## config.mk

```make
export PLATFORM = sky130hd
export DESIGN_NAME = card_session_sequencer
export DESIGN_NICKNAME = d
export VERILOG_FILES = /design/src/include/card_seq_pkg.sv /design/src/hw/card_session_sequencer.sv
export SDC_FILE = /design/constraint.sdc
export NUM_CORES = 1
export LEC_CHECK = 0
export ABC_AREA = 0
export CELL_PAD_IN_SITES_DETAIL_PLACEMENT = 1
export CELL_PAD_IN_SITES_GLOBAL_PLACEMENT = 2
export CORE_MARGIN = 4
export CORE_UTILIZATION = 40
export DETAILED_ROUTE_END_ITERATION = 8
export DONT_BUFFER_PORTS = 1
export HOLD_SLACK_MARGIN = 0.15
export PLACE_DENSITY_LB_ADDON = 0.08
export SLEW_MARGIN = 20
export SYNTH_ARGS = -nofsm -noshare
export SYNTH_HDL_FRONTEND = slang
export SYNTH_SLANG_ARGS = --single-unit
```

## constraint.sdc

```tcl
create_clock -name pclk -period 4.65 [get_ports pclk]
set_input_delay 1.1625 -clock pclk [delete_from_list [all_inputs] [get_ports pclk]]
set_output_delay 1.1625 -clock pclk [all_outputs]
set_load 0.005 [all_outputs]
```

## src/include/card_seq_pkg.sv

```systemverilog
// Constants, field layouts and types for the card session sequencer
package card_seq_pkg;

    // ------------------------------------------------------------
    // Clock and timing
    // ------------------------------------------------------------
    localparam int CLK_MHZ = 25;
    localparam int T_NS = 25000;
    localparam int T_CYC = T_NS * CLK_MHZ / 1000;
    localparam int OSC_PER_T = 64;
    localparam int HALF_T_OSC = OSC_PER_T / 2;
    localparam logic [7:0] OSC_HI_DIV = 8'(T_CYC / OSC_PER_T);
    localparam logic [7:0] OSC_LO_DIV = 8'h48;
    localparam int CLK_GAP_NS = 200;
    localparam int CLK_GAP_CYC = (CLK_GAP_NS * CLK_MHZ + 999) / 1000;
    localparam int DEBOUNCE_MS = 8;
    localparam int DEBOUNCE_CYC = DEBOUNCE_MS * CLK_MHZ * 1000;
    localparam int OC_FILTER_US = 10;
    localparam int OC_FILTER_CYC = OC_FILTER_US * CLK_MHZ;

    // ------------------------------------------------------------
    // Sequencer steps in half-T units
    // ------------------------------------------------------------
    localparam logic [4:0] ACT_T1 = 5'h01;
    localparam logic [4:0] ACT_RAMP = ACT_T1 + 5'h03;
    localparam logic [4:0] ACT_IO = ACT_T1 + 5'h08;
    localparam logic [4:0] ACT_RST = ACT_T1 + 5'h0e;
    localparam logic [4:0] DE_CLK = 5'h01;
    localparam logic [4:0] DE_IO = 5'h02;
    localparam logic [4:0] DE_FALL = 5'h03;
    localparam logic [4:0] DE_PUMP = 5'h0a;

    // ------------------------------------------------------------
    // Register map and fields
    // ------------------------------------------------------------
    localparam int APB_AW = 12;
    localparam logic [11:0] REG_CTRL = 12'h000;
    localparam logic [11:0] REG_STATUS = 12'h004;
    localparam logic [11:0] REG_FAULT = 12'h008;
    localparam int CTRL_HI_LSB = 0;
    localparam int CTRL_LO_LSB = 8;
    localparam int STS_STATE_LSB = 0;
    localparam int STS_PRESENT = 2;
    localparam int STS_OSC_HIGH = 3;
    localparam int STS_CLK_RUN = 4;
    localparam int FLT_OC = 0;
    localparam int FLT_RM = 1;
    localparam int FLT_LS = 2;
    localparam int FLT_PUMP = 3;
    localparam int FLT_HOT = 4;
    localparam int FLT_W = 5;

    // Card clock divider select codes {hi, lo}
    localparam logic [1:0] SEL_DIV8 = 2'h0;
    localparam logic [1:0] SEL_DIV4 = 2'h1;
    localparam logic [1:0] SEL_DIV2 = 2'h3;
    localparam logic [1:0] SEL_DIV1 = 2'h2;

    typedef enum logic [1:0]
    {
        ST_IDLE = 2'b00,
        ST_ACT = 2'b01,
        ST_ACTIVE = 2'b10,
        ST_DEACT = 2'b11
    } seq_state_t;

    typedef enum logic [1:0]
    {
        IDX_CTRL = 2'b00,
        IDX_STATUS = 2'b01,
        IDX_FAULT = 2'b10,
        IDX_NONE = 2'b11
    } reg_idx_t;

endpackage

```

## src/hw/card_session_sequencer.sv

```systemverilog
// Card session sequencer: activation, deactivation, faults, APB registers
`timescale 1ns/1ps

// Function
// - Idle: presence output shows card present
// - Session start switches oscillator to high
// - Doubler on, supply ramp done t1+1.5T
// - Data lines low, released at t1+4T
// - Card reset low until t1+7T, then follows
// - Reset high at start: clock on fall
// - After t5 reset no clock influence
// - Reset low at start: clock t3+200ns
// - Deactivate: reset, clock, supply fall order
// - Data lines low at t10+T
// - Pump off, contacts grounded t10+5T
// - After deactivation oscillator back to low
// - Monitor five fault sources
// - Idle supply drop pulses internal reset
// - Session fault drops output, deactivates
// - Insertion debounced about 8 ms
// - Removal deactivates at once, output low
// - Filtered supply overload detection
// - Reset state is inactive mode
// - Card clock divide select, glitch free
module card_session_sequencer
#(
    parameter int DEBOUNCE_CYC = card_seq_pkg::DEBOUNCE_CYC,
    parameter int OC_FILTER_CYC = card_seq_pkg::OC_FILTER_CYC
)
(
    input wire logic pclk,
    input wire logic presetn,
    input wire logic psel,
    input wire logic penable,
    input wire logic pwrite,
    input wire logic [11:0] paddr,
    input wire logic [31:0] pwdata,
    output logic [31:0] prdata,
    output logic pready,
    output logic pslverr,
    input wire logic session_request_n,
    input wire logic host_reset_in,
    input wire logic card_detect,
    input wire logic card_detect_n,
    input wire logic divider_select_hi,
    input wire logic divider_select_lo,
    input wire logic crystal_input,
    input wire logic vcc_overcurrent,
    input wire logic logic_supply_low,
    input wire logic pump_fault,
    input wire logic overheat,
    output logic fault_presence,
    output logic pump_output,
    output logic card_supply_en,
    output logic vcc_ramp_done,
    output logic card_reset,
    output logic card_clk,
    output logic [2:0] card_data_en,
    output logic contacts_grounded,
    output logic osc_high,
    output logic por_pulse
);

    localparam int DEB_W = $clog2(DEBOUNCE_CYC + 1);
    localparam int OC_W = $clog2(OC_FILTER_CYC + 1);

    typedef struct packed
    {
        card_seq_pkg::seq_state_t state;
        logic [4:0] step;
        logic [7:0] tick_cnt;
        logic [4:0] osc_cnt;
        logic [7:0] hi_div;
        logic [7:0] lo_div;
        logic osc_high;
        logic pump_on;
        logic supply_en;
        logic ramp_done;
        logic [2:0] data_en;
        logic card_reset;
        logic clk_run;
        logic card_clk;
        logic [1:0] div_cnt;
        logic [1:0] cur_sel;
        logic xtal_q;
        logic rst_at_t0;
        logic [2:0] gap_cnt;
        logic sess_q;
        logic present;
        logic [DEB_W-1:0] deb_cnt;
        logic [OC_W-1:0] oc_cnt;
        logic fault_presence;
        logic [card_seq_pkg::FLT_W-1:0] fault_sts;
        logic contacts_grounded;
        logic lsl_q;
        logic por_pulse;
        logic pready;
        logic pslverr;
        logic [31:0] prdata;
    } seq_regs_t;

    // Inactive mode after reset
    localparam seq_regs_t RST_VAL = '{
        state: card_seq_pkg::ST_IDLE,
        hi_div: card_seq_pkg::OSC_HI_DIV,
        lo_div: card_seq_pkg::OSC_LO_DIV,
        contacts_grounded: 1'b1,
        sess_q: 1'b1,
        default: '0
    };

    seq_regs_t r;
    seq_regs_t n;

    // Address to register index
    function automatic card_seq_pkg::reg_idx_t reg_idx(input logic [11:0] a);
        case (a)
            card_seq_pkg::REG_CTRL: reg_idx = card_seq_pkg::IDX_CTRL;
            card_seq_pkg::REG_STATUS: reg_idx = card_seq_pkg::IDX_STATUS;
            card_seq_pkg::REG_FAULT: reg_idx = card_seq_pkg::IDX_FAULT;
            default: reg_idx = card_seq_pkg::IDX_NONE;
        endcase
    endfunction

    // Crystal edges per card clock half period, less one (last div_cnt value)
    function automatic logic [1:0] half_last(input logic [1:0] sel);
        case (sel)
            card_seq_pkg::SEL_DIV8: half_last = 2'h3;
            card_seq_pkg::SEL_DIV4: half_last = 2'h1;
            default: half_last = 2'h0;
        endcase
    endfunction

    // ------------------------------------------------------------
    // Next state
    // ------------------------------------------------------------
    always_comb
    begin
        logic tick;
        logic half_step;
        logic xtal_rise;
        logic raw_present;
        logic in_session;
        logic fault_now;
        logic oc_trip;
        logic wr_en;
        logic [4:0] step_n;
        logic [7:0] div;
        logic [1:0] new_sel;
        logic [card_seq_pkg::FLT_W-1:0] flt_now;
        logic [card_seq_pkg::FLT_W-1:0] clr;
        card_seq_pkg::reg_idx_t idx;
        tick = 1'b0;
        half_step = 1'b0;
        xtal_rise = 1'b0;
        raw_present = 1'b0;
        in_session = 1'b0;
        fault_now = 1'b0;
        oc_trip = 1'b0;
        wr_en = 1'b0;
        step_n = '0;
        div = '0;
        new_sel = '0;
        flt_now = '0;
        clr = '0;
        idx = reg_idx(paddr);
        n = r;

        // APB slave, one wait state
        n.pready = 1'b0;
        n.pslverr = 1'b0;
        if (psel && penable && !r.pready)
        begin
            n.pready = 1'b1;
            n.pslverr = (idx == card_seq_pkg::IDX_NONE);
            n.prdata = '0;
            if (!pwrite)
            begin
                case (idx)
                    card_seq_pkg::IDX_CTRL:
                        n.prdata = {16'h0000, r.lo_div, r.hi_div};
                    card_seq_pkg::IDX_STATUS:
                        n.prdata = {27'h0000000, r.clk_run, r.osc_high,
                            r.present, r.state};
                    card_seq_pkg::IDX_FAULT:
                        n.prdata = {27'h0000000, r.fault_sts};
                    default:
                        n.prdata = '0;
                endcase
            end
        end
        wr_en = psel && penable && r.pready && pwrite;
        if (wr_en && idx == card_seq_pkg::IDX_CTRL)
        begin
            n.hi_div = pwdata[card_seq_pkg::CTRL_HI_LSB +: 8];
            n.lo_div = pwdata[card_seq_pkg::CTRL_LO_LSB +: 8];
        end
        if (wr_en && idx == card_seq_pkg::IDX_FAULT)
        begin
            clr = pwdata[card_seq_pkg::FLT_W-1:0];
        end

        // Internal oscillator, 32 periods make one half T
        div = r.osc_high ? r.hi_div : r.lo_div;
        tick = ({1'b0, r.tick_cnt} + 9'h001 >= {1'b0, div});
        n.tick_cnt = tick ? 8'h00 : r.tick_cnt + 8'h01;
        n.osc_cnt = tick ? r.osc_cnt + 5'h01 : r.osc_cnt;
        half_step = tick &&
            (r.osc_cnt == 5'(card_seq_pkg::HALF_T_OSC - 1));
        step_n = r.step + {4'h0, half_step};

        // Presence: slow on insertion, instant on removal
        raw_present = card_detect || !card_detect_n;
        if (!raw_present)
        begin
            n.present = 1'b0;
            n.deb_cnt = '0;
            n.fault_presence = 1'b0;
        end
        else if (!r.present)
        begin
            if (r.deb_cnt == DEB_W'(DEBOUNCE_CYC - 1))
            begin
                n.present = 1'b1;
            end
            n.deb_cnt = r.deb_cnt + 1'b1;
        end

        // Supply overload must persist to trip
        if (!vcc_overcurrent)
        begin
            n.oc_cnt = '0;
        end
        else if (r.oc_cnt != OC_W'(OC_FILTER_CYC - 1))
        begin
            n.oc_cnt = r.oc_cnt + 1'b1;
        end
        oc_trip = vcc_overcurrent &&
            (r.oc_cnt == OC_W'(OC_FILTER_CYC - 1));

        // Fault sources
        flt_now[card_seq_pkg::FLT_OC] = oc_trip;
        flt_now[card_seq_pkg::FLT_RM] = !raw_present;
        flt_now[card_seq_pkg::FLT_LS] = logic_supply_low;
        flt_now[card_seq_pkg::FLT_PUMP] = pump_fault;
        flt_now[card_seq_pkg::FLT_HOT] = overheat;
        in_session = (r.state == card_seq_pkg::ST_ACT) ||
            (r.state == card_seq_pkg::ST_ACTIVE);
        fault_now = in_session && (|flt_now);
        n.fault_sts = (r.fault_sts & ~clr) | (fault_now ? flt_now : '0);

        // Supply drop outside a session pulses internal reset
        n.lsl_q = logic_supply_low;
        n.por_pulse = !in_session && logic_supply_low && !r.lsl_q;
        n.sess_q = session_request_n;

        // Session sequencer
        case (r.state)
            card_seq_pkg::ST_IDLE:
            begin
                n.fault_presence = r.present && raw_present;
                if (r.sess_q && !session_request_n && r.present &&
                    raw_present)
                begin
                    n.state = card_seq_pkg::ST_ACT;
                    n.osc_high = 1'b1;
                    n.pump_on = 1'b1;
                    n.contacts_grounded = 1'b0;
                    n.step = '0;
                    n.tick_cnt = '0;
                    n.osc_cnt = '0;
                    n.gap_cnt = '0;
                    n.rst_at_t0 = host_reset_in;
                end
            end
            card_seq_pkg::ST_ACT:
            begin
                n.step = step_n;
                n.card_reset = 1'b0;
                if (step_n >= card_seq_pkg::ACT_T1)
                begin
                    n.supply_en = 1'b1;
                end
                if (step_n >= card_seq_pkg::ACT_RAMP)
                begin
                    n.ramp_done = 1'b1;
                end
                if (step_n >= card_seq_pkg::ACT_IO)
                begin
                    n.data_en = 3'h7;
                end
                if (!r.clk_run && r.rst_at_t0)
                begin
                    if (r.step >= card_seq_pkg::ACT_IO && !host_reset_in)
                    begin
                        n.clk_run = 1'b1;
                    end
                end
                else if (!r.clk_run && r.data_en[0])
                begin
                    n.gap_cnt = r.gap_cnt + 3'h1;
                    if (r.gap_cnt == 3'(card_seq_pkg::CLK_GAP_CYC - 1))
                    begin
                        n.clk_run = 1'b1;
                    end
                end
                if (step_n == card_seq_pkg::ACT_RST)
                begin
                    n.state = card_seq_pkg::ST_ACTIVE;
                    n.clk_run = 1'b1;
                    n.card_reset = host_reset_in;
                end
            end
            card_seq_pkg::ST_ACTIVE:
            begin
                n.card_reset = host_reset_in;
            end
            card_seq_pkg::ST_DEACT:
            begin
                n.step = step_n;
                n.card_reset = 1'b0;
                if (step_n >= card_seq_pkg::DE_CLK)
                begin
                    n.clk_run = 1'b0;
                end
                if (step_n >= card_seq_pkg::DE_IO)
                begin
                    n.data_en = 3'h0;
                end
                if (step_n >= card_seq_pkg::DE_FALL)
                begin
                    n.supply_en = 1'b0;
                    n.ramp_done = 1'b0;
                end
                if (step_n == card_seq_pkg::DE_PUMP)
                begin
                    n.pump_on = 1'b0;
                    n.contacts_grounded = 1'b1;
                    n.osc_high = 1'b0;
                    n.state = card_seq_pkg::ST_IDLE;
                end
            end
            default:
            begin
                n.state = card_seq_pkg::ST_IDLE;
            end
        endcase

        // Host release or fault counts the sequencer back
        if (in_session && (session_request_n || fault_now))
        begin
            n.state = card_seq_pkg::ST_DEACT;
            n.step = '0;
            n.tick_cnt = '0;
            n.osc_cnt = '0;
            n.card_reset = 1'b0;
            if (fault_now)
            begin
                n.fault_presence = 1'b0;
            end
        end

        // Card clock from crystal, select changes only while low
        xtal_rise = crystal_input && !r.xtal_q;
        n.xtal_q = crystal_input;
        new_sel = {divider_select_hi, divider_select_lo};
        if (!n.clk_run)
        begin
            n.card_clk = 1'b0;
            n.div_cnt = '0;
            n.cur_sel = new_sel;
        end
        else if (r.cur_sel == card_seq_pkg::SEL_DIV1)
        begin
            // Rises only on a crystal edge, so no short pulse on entry
            n.card_clk = crystal_input && (r.card_clk || xtal_rise);
            if (!crystal_input && !r.card_clk)
            begin
                n.cur_sel = new_sel;
            end
        end
        else if (xtal_rise)
        begin
            if (r.div_cnt == half_last(r.cur_sel))
            begin
                n.card_clk = !r.card_clk;
                n.div_cnt = '0;
                if (r.card_clk)
                begin
                    n.cur_sel = new_sel;
                end
            end
            else
            begin
                n.div_cnt = r.div_cnt + 2'h1;
            end
        end
    end

    // State register
    always_ff @(posedge pclk or negedge presetn)
    begin
        if (!presetn)
        begin
            r <= RST_VAL;
        end
        else
        begin
            r <= n;
        end
    end

    // Outputs straight from flops
    assign prdata = r.prdata;
    assign pready = r.pready;
    assign pslverr = r.pslverr;
    assign fault_presence = r.fault_presence;
    assign pump_output = r.pump_on;
    assign card_supply_en = r.supply_en;
    assign vcc_ramp_done = r.ramp_done;
    assign card_reset = r.card_reset;
    assign card_clk = r.card_clk;
    assign card_data_en = r.data_en;
    assign contacts_grounded = r.contacts_grounded;
    assign osc_high = r.osc_high;
    assign por_pulse = r.por_pulse;

    // Fault condition as seen by the checks
    logic fault_now_chk;
    assign fault_now_chk = (r.state == card_seq_pkg::ST_ACT ||
        r.state == card_seq_pkg::ST_ACTIVE) && (vcc_overcurrent &&
        r.oc_cnt == OC_W'(OC_FILTER_CYC - 1) || pump_fault || overheat ||
        logic_supply_low || !(card_detect || !card_detect_n));
endmodule

```

# After elaboration in Yosys (flattened, before gate mapping)
# Index checks and enable logic that the tools add are counted.
# word_totals
ff_bits	126
inputBits	60
out_inout_bits	46
elab_cells	207
# op_classes
add_sub_neg	8
n_lt_le_gt_ge	7
eq_ne	38
n_mux	62
n_bitwise	3
n_reduce_logical	58
# ops
operator	count
16-bit one-hot mux with 3 select lines	1
20-bit 2-to-1 mux	2
19-bit 2-to-1 mux	2
34-bit 2-to-1 mux	1
8-bit 2-to-1 mux	4
2-bit 2-to-1 mux	14
5-bit 2-to-1 mux	5
1-bit logical AND	22
2-bit != test (second input constant)	11
7-bit one-hot mux with 3 select lines	1
18-bit by 1-bit adder with 18-bit output (second input constant)	1
18-bit == test (second input constant)	1
1-bit 2-to-1 mux	17
8-bit by 1-bit adder with 8-bit output (second input constant)	2
16-bit 2-to-1 mux	1
3-bit 2-to-1 mux	5
13-bit 2-to-1 mux	1
12-bit by 3-bit == test with 1-bit output (second input constant)	1
12-bit by 4-bit == test with 1-bit output (second input constant)	1
12-bit logical NOT	1
3-bit AND reduction	4
4-bit AND reduction	3
1-bit logical NOT	11
2-bit == test (second input constant)	5
other kinds (36)	59

# Depth between registers and ports, before layout
# Gate-level depths: netlist of run 1.
# depth
word_depth	13
ltp_mapped	17

# Least setup slack after synthesis of run 1
# No wires, ideal clock.
# synth_timing
path_type	flip-flop to flip-flop
start	register r (netlist bit osc_high)
end	register r[76] (netlist bit)
setup_time_ns	0.125
arrival_ns	3.839
required_time_ns	4.525
slack_ns	0.686
path_stages_with_launch	15
cell_sequence	dfrtp_1 clkbuf_1 mux2_2 ha_1 nand2b_1 a211oi_1 o21a_1 a21boi_0 ha_1 ha_1 or2_2 nor4_1 a31oi_1 a31oi_1 mux2_2
# synth_between
elab_chain_cells	9
# synth_rtl
item	line	rtl
start: declaration	card_session_sequencer.sv:112	seq_regs_t r;
start signal: assignment	card_session_sequencer.sv:409	r <= n;
8-bit 2-to-1 mux (*)	card_session_sequencer.sv:204	div = r.osc_high ? r.hi_div : r.lo_div;
9-bit by 8-bit >= comparator with 1-bit output (*)	card_session_sequencer.sv:205	tick = ({1'b0, r.tick_cnt} + 9'h001 >= {1'b0, div});
1-bit logical AND (*)	card_session_sequencer.sv:208	half_step = tick &&
5-bit by 1-bit adder with 5-bit output (*)	card_session_sequencer.sv:210	step_n = r.step + {4'h0, half_step};
5-bit by 1-bit >= comparator with 1-bit output or 5-bit by 4-bit == test with 1-bit output (tied branches)	card_session_sequencer.sv:322, card_session_sequencer.sv:307	
1-bit 2-to-1 mux or 2-bit 2-to-1 mux (tied branches)	card_session_sequencer.sv:322, card_session_sequencer.sv:307	
1-bit one-hot mux with 2 select lines (*)	card_session_sequencer.sv:258	case (r.state)
3-bit by 2-bit != test with 1-bit output (no source line) or 3-bit by 1-bit != test with 1-bit output (tied branches)	--	
4-bit AND reduction (no source line)	--	
# Mark *: on every way between the ends. The rest lies on a longest branch, timed or not.
# A chain may end at the register's enable or synchronous reset.

# Worst setup path after layout of run 1
# layout_timing
start	register r[111] (netlist bit)
end	register r[76] (netlist bit)
# layout_between
elab_chain_cells	9
# layout_rtl
item	line
8-bit by 1-bit adder with 9-bit output (*)	card_session_sequencer.sv:205
9-bit by 8-bit >= comparator with 1-bit output (*)	card_session_sequencer.sv:205
1-bit logical AND (*)	card_session_sequencer.sv:208
5-bit by 1-bit adder with 5-bit output (*)	card_session_sequencer.sv:210
5-bit by 1-bit >= comparator with 1-bit output or 5-bit by 4-bit == test with 1-bit output (tied branches)	card_session_sequencer.sv:322, card_session_sequencer.sv:307
1-bit 2-to-1 mux or 2-bit 2-to-1 mux (tied branches)	card_session_sequencer.sv:322, card_session_sequencer.sv:307
1-bit one-hot mux with 2 select lines (*)	card_session_sequencer.sv:258
3-bit by 2-bit != test with 1-bit output (no source line) or 3-bit by 1-bit != test with 1-bit output (tied branches)	--
4-bit AND reduction (no source line)	--
# Marked as above.

==> results of run 1 <==
cell families (layout without fill, tap and decap cells):
family,count (synthesis),count (layout),synth area share
muxes,37,37,0.0667
DFF,107,107,0.454
buffers and inverters,71,39,0.0696
AOI/OAI and AO/OA,109,109,0.132
and+or+nand+nor,204,204,0.183
xor gates and xnor gates,30,30,0.0444
other,1,16,0.000634
adders and majority gates,23,23,0.0487
layout make-up:
cell class / count / area, µm²
fillers: 1634 / 8260
multi-input cells: 419 / 2890
flip-flops and latches: 107 / 2690
clock buffers: 12 / 256
well taps: 184 / 230
repair buffers: 9 / 67.6
inverters: 14 / 52.6
clock inverters: 4 / 33.8
power by group:
group | switching [mW] | total, mW | internal (mW)
Sequential | 0.0987 | 1.11 | 1.01
Combinational | 0.322 | 0.533 | 0.211
Clock | 0.360 | 0.758 | 0.398
timing repair:
action                                  4_1_cts  5_1_grt
setup buffers                                 0        2
resized for setup                             0        4
hold endpoints to repair                      0        0
endpoints found under the setup margin        0        2
hold buffers                                  0        0
how the worst min path moves through the flow:
stage / cells past startpoint / to / slack (ps)
after CTS: 1 / por_pulse / 430
after global placement: 1 / por_pulse / 400
after detailed placement: 1 / por_pulse / 410
after floorplan: 1 / por_pulse / 380
after global routing: 1 / por_pulse / 440
final: 1 / por_pulse / 430
state kept, by name, indices dropped and copies added, names as in the netlist:
name and count:
por_pulse 1, r 80, card_data_en 1, card_supply_en 1, contacts_grounded 1, prdata 16
card_reset 1, pready 1, osc_high 1, pslverr 1, card_clk 1, fault_presence 1
vcc_ramp_done 1
routing by layer:
layer | up-vias | wire length, µm | track usage
met5 | - | 0 | 0
met4 | 0 | 125 | 0.0416
met3 | 13 | 490 | 0.0371
met1 | 2098 | 6620 | 0.237
met2 | 57 | 7070 | 0.298
li1 | 1991 | - | -
layout by cell type (no fill, tap or decap), drive strengths merged, types with 18 or more instances in the layout:
master    n
xnor2    21
mux2     19
o21ai    21
nor2     34
ha       23
dfrtp   101
nand3    27
mux2i    18
nand2    45
a22o     21
a21oi    23
critical path: cells and delay by family, from the launching register on:
| family | cells | cell delay (ps) |
|---|---|---|
| AO/OA/AOI/OAI | 6 | 1280 |
| AND/OR/NAND/NOR | 4 | 950 |
| adder cells (fa/ha/maj) | 4 | 1070 |
| XOR/XNOR | 1 | 230 |
| flip-flops | 1 | 420 |
| multiplexers | 1 | 360 |
metrics by stage:
stage               setup TNS, ps  hold slack [ps]
floorplan                       0              382
global placement                0              403
detailed placement              0              407
CTS                             0              426
global route                -31.7              445
finish                          0              427
cells in the mapped netlist (5+ instances only):
library cell and count:
nor3_1 16, nand2_1 45, dfrtp_1 101, nor3b_1 5
nand4_1 7, nand3_1 27, buf_2 5, xor2_1 9
o21ai_0 21, mux2i_1 18, and2_1 6, xnor2_1 21
or3_1 13, ha_1 23, a31oi_1 5, inv_1 14
a21oi_1 23, and3_1 7, buf_4 37, mux2_2 19
dfstp_2 6, nor4_1 7, a22o_1 21, a21o_1 6
a21boi_0 5, clkbuf_1 14, nor2_1 33, nor2b_1 14
==> flow_summary_export.csv, run 1 <==
group,metric,value,unit
clock_tree,clkSinkCount,107,
clock_tree,clock-root-buffer,"clkbuf_16",
finish,drive_above_1_share,0.113,
run_status,outcome,"finished, final reports clean",
routing,drt-total-wl,14300,µm
clock_tree,cts_max_level,3,
synthesis,postSynth.asyncResetShare,1.00,
setup_path,crit_fanout,6,
placement,postPlaceCellArea,5890,µm²
setup_path,slowest_stage,"dfrtp_1",
clock_tree,clockBufferDepth,2,
power,ir_drop,0.000253,V
placement,routabilityCongestion,0.769,
setup_path,arrival,4640,ps
clock_tree,clk_pin_slew,70,ps
setup_path,r2r-end,"r[76]",
routing,drtIter0Drc,212,
synthesis,yosysSeqAreaShare,0.454,
timing,clock.fmax,0.227,GHz
floorplan,initial_core_util,0.408,
timing,layout_setup_ws,245,ps
synthesis,post-synth-top-area-cell,"dfrtp_1",
placement,numPortBuffers,0,
power,total_power,2.40,mW
setup_path,cp_data_required_time,4890,ps
global_routing,grt_first_pass_wirelength,23600,µm
clock_tree,cts_buffers,9,
hold_path,min_path_type,"reg2reg",
placement,place_ws,120,ps
setup_path,worst_setup_path_start_kind,"flop",
setup_path,max_stage_delay,420,ps
placement,dp.cells,731,
setup_path,crit_end,"r[76]",
routing,vias,4159,
finish,finalNetCount,643,
timing,slew_violations,0,
synthesis,synth_seq_cells,107,
synthesis,ys.flop_type,"dfrtp_1",
setup_path,rr_startpoint,"r[111]",
global_routing,grt_pass1_vias,4308,
timing,setup_viol_count_final,0,
finish,final_cells,749,
timing,clock_skew,6.95,ps
finish,num_antenna_cells,0,
clock_tree,cts_tree,"done",
setup_path,worstSetupEndpointType,"flop",
routing,viasPerCell,5.55,
finish,syn_to_final_growth,5.16,%
timing,relSlewSlack,0.436,
job,cap_violations,0,
floorplan,core,14500,µm²
routing,drt_pre_antenna_iters,4,
routing,routedWlPerCell,19.1,µm
power,p_per_area,386,nW/µm²
global_routing,antenna_found_initial,0,
synthesis,syn_area_per_cell,10.2,µm²
floorplan,dieArea,16800,µm²
hold_path,min_from,"r[35]",
floorplan,die_x,130,µm
setup_path,reg2reg_depth,16,
setup_path,ff2ff_setup_slack,240,ps
setup_path,path_class,"reg2reg",
finish,final_area,6220,µm²
timing,fin_crit_sh,0.947,
timing,min_period,4410,ps
synthesis,yosysUniqueCellTypes,62,
global_routing,overflow,0,
synthesis,ys_warn_count,0,
synthesis,yosysTopAreaCellShare,0.428,
floorplan,rows,44,
setup_path,cp-startpoint,"r[111]",
timing,finalHoldViolCount,0,
setup_path,crit_top_cell,"ha_1",
synthesis,synth.area.top_cells,"dfrtp_1 43%, ha_1 4.9%, buf_4 4.7%",
synthesis,synth-edff-count,0,
timing,worst_pin_slew,843,ps
clock_tree,clock_latency,350,ps
global_routing,grt_use_total,0.178,
placement,hpwl,10300,µm
floorplan,ios,106,
global_routing,grt_max_degree,108,
floorplan,die_y,130,µm
routing,drc,0,
synthesis,netlist_instances,582,
synthesis,netlist_area,5910,µm²
power,p_leak,2.72,nW
routing,antenna_left,0,
finish,fin_util,0.429,
setup_path,path_cells,"ha_1, nand3_1, nor2_2, xor2_1, ha_1, a21o_1, a221oi_1, o21a_1, a21boi_0, ha_2, ha_1, or2_2, nor4_2, a31oi_1, a31oi_2, mux2_2",
(Power assumes the default switching activity.)
==> inputs of run 2 (changes only) <==
- CORE_UTILIZATION: 40 -> 24
==> run 2 against run 1 <==
Utilization is 17 points lower. Power up 0.86%. Critical path depth stayed put. Routed wire length up 11%. Critical endpoint is now r[77]. Cell count up 19%. Sequential cell count is the same. Maximum frequency rose by 2.9%. First-iteration DRC count is 19% lower. Combinational power is 2% higher. Critical path type unchanged. Die area rose by 62%. Highest routed layer unchanged. Clock-buffer cell count shrank 1. Final area grew 3.0%.
==> flow_summary_export.csv, run 2 (synthesized netlist as in run 1, its figures left out) <==
group,metric,value,unit
finish,final_common_cell,"dfrtp_1",
power,p_switching,812,µW
setup_path,cp_data_required_time,4890,ps
setup_path,arrival,4520,ps
global_routing,grt_use_total,0.124,
placement,postPlaceCellArea,6090,µm²
power,power_switching_share,0.336,
finish,drive_above_1_share,0.117,
clock_tree,clock-root-buffer,"clkbuf_16",
clock_tree,cts_buffers,9,
timing,min_period,4280,ps
timing,slew_violations,0,
clock_tree,cts_tree,"done",
setup_path,crit_top_cell,"ha_1",
global_routing,grt_max_degree,108,
routing,antenna_left,0,
clock_tree,cts.repair.resized,0,
clock_tree,cts_max_level,3,
timing,finalHoldViolCount,0,
finish,max_flop_register,"r",
job,cap_violations,0,
setup_path,path_cells,"ha_1, nand3_1, nor2_2, xor2_2, ha_1, and3_1, o2111ai_1, o21a_1, a21boi_1, ha_1, ha_2, or2_2, nor4_1, a31oi_1, a31oi_2, mux2_2",
power,intPower,1.61,mW
setup_path,cp-startpoint,"r[112]",
finish,final_cell_mix,"101 x dfrtp_1, 45 x nand2_1, 32 x nor2_1",
power,p_leak,2.71,nW
hold_path,min_from,"r[35]",
clock_tree,cts_post_setup_buffers_inserted,0,
power,ir_drop,0.000199,V
global_routing,antenna_found_initial,0,
finish,final_area,6400,µm²
routing,vias,4160,
finish,final_cells,890,
finish,fill_cells,2780,
setup_path,path_buf_inv,0,
timing,setup_viol_count_final,0,
run_status,outcome,"finished, final reports clean",
setup_path,max_stage_delay,370,ps
placement,hpwl,11600,µm
setup_path,rr_startpoint,"r[112]",
routing,drtIter0Drc,171,
clock_tree,clock_latency,360,ps
setup_path,cp_top_family,"simple AND/OR/NAND/NOR gates",
clock_tree,postCtsHoldBufs,0,
routing,drc,0,
floorplan,core,24200,µm²
global_routing,grt_first_pass_wirelength,26400,µm
placement,routabilityCongestion,0.718,
finish,finalNetCount,644,
setup_path,worst_setup_path_start_kind,"flop",
floorplan,ios,106,
clock_tree,clk_pin_slew,80,ps
finish,syn_to_final_growth,8.32,%
routing,viasPerCell,4.67,
setup_path,path_class,"reg2reg",
timing,fin_crit_sh,0.920,
global_routing,grt_pass1_vias,4576,
routing,drt-total-wl,15800,µm
global_routing,overflow,0,
floorplan,rows,57,
timing,relSlewSlack,0.430,
timing,tns,0,ps
timing,worst_pin_slew,853,ps
hold_path,min_path_type,"reg2reg",
floorplan,die_y,165,µm
floorplan,dieArea,27200,µm²
power,total_power,2.42,mW
setup_path,worstSetupEndpointType,"flop",
timing,clock.fmax,0.234,GHz
power,p_per_area,378,nW/µm²
power,power_frac_seq,0.459,
floorplan,initial_core_util,0.244,
setup_path,crit_fanout,6,
finish,largest_reg_flops,80,
clock_tree,clockBufferDepth,2,
routing,routedWlPerCell,17.8,µm
placement,dp.cells,874,
power,comb_power_share,0.224,
timing,rsz0062_at_grt,"no",
finish,num_antenna_cells,0,
placement,numPortBuffers,0,
routing,drt_pre_antenna_iters,4,
setup_path,slowest_stage,"dfrtp_1",
timing,clock_skew,15.8,ps
power,p_clk_frac,0.317,
clock_tree,clkSinkCount,107,
floorplan,die_x,165,µm
run 2: layout make-up:
| type | instances | area, µm² | area share |
|---|---|---|---|
| tap | 324 | 405 | 0.0633 |
| inverter | 14 | 52.6 | 0.00821 |
| clock inverter | 5 | 43.8 | 0.00684 |
| sequential | 107 | 2690 | 0.419 |
| clock buffer | 11 | 243 | 0.0379 |
| timing repair buffer | 10 | 75.1 | 0.0117 |
| multi-input combinational | 419 | 2900 | 0.453 |
run 2: worst register-to-register path, cell delays in order, from the launching register on:
cell and delay (ps):
dfrtp_1 370, ha_1 190, nand3_1 150, nor2_2 220, xor2_2 100, ha_1 300, and3_1 200, o2111ai_1 150
o21a_1 250, a21boi_1 260, ha_1 270, ha_2 330, or2_2 320, nor4_1 290, a31oi_1 130, a31oi_2 260
mux2_2 350
run 2: power groups by stage:
| stage | Clock [mW] | Sequential, mW | Combinational (mW) |
|---|---|---|---|
| CTS | 0.819 | 1.11 | 0.555 |
| global route | 0.849 | 1.13 | 0.620 |
| detailed placement | 0 | 1.13 | 0.554 |
| floorplan | 0 | 1.08 | 0.415 |
| global placement | 0 | 1.13 | 0.546 |
| finish | 0.767 | 1.11 | 0.543 |
run 2: final timing paths:
check	cells after the start	slack [ps]	to
max	16	370	r[77]
min	1	420	por_pulse
max reg2reg	16	370	r[77]
min reg2reg	1	420	por_pulse
max in group asynchronous	0	3930	r[96]
min in group asynchronous	0	500	r[48]
run 2: per-layer routing:
| layer | global-route usage | part of all wire |
|---|---|---|
| met2 | 0.210 | 0.49 |
| met1 | 0.162 | 0.46 |
| met3 | 0.0250 | 0.033 |
| met5 | 0 | 0 |
| met4 | 0.0329 | 0.012 |
run 2: metrics by stage:
step                setup slack, ps  hold slack [ps]  utilization
floorplan                       686              382            -
global placement                236              406        0.251
detailed placement              177              415        0.251
CTS                             129              427        0.263
global route                   62.8              471        0.264
finish                          371              424        0.264
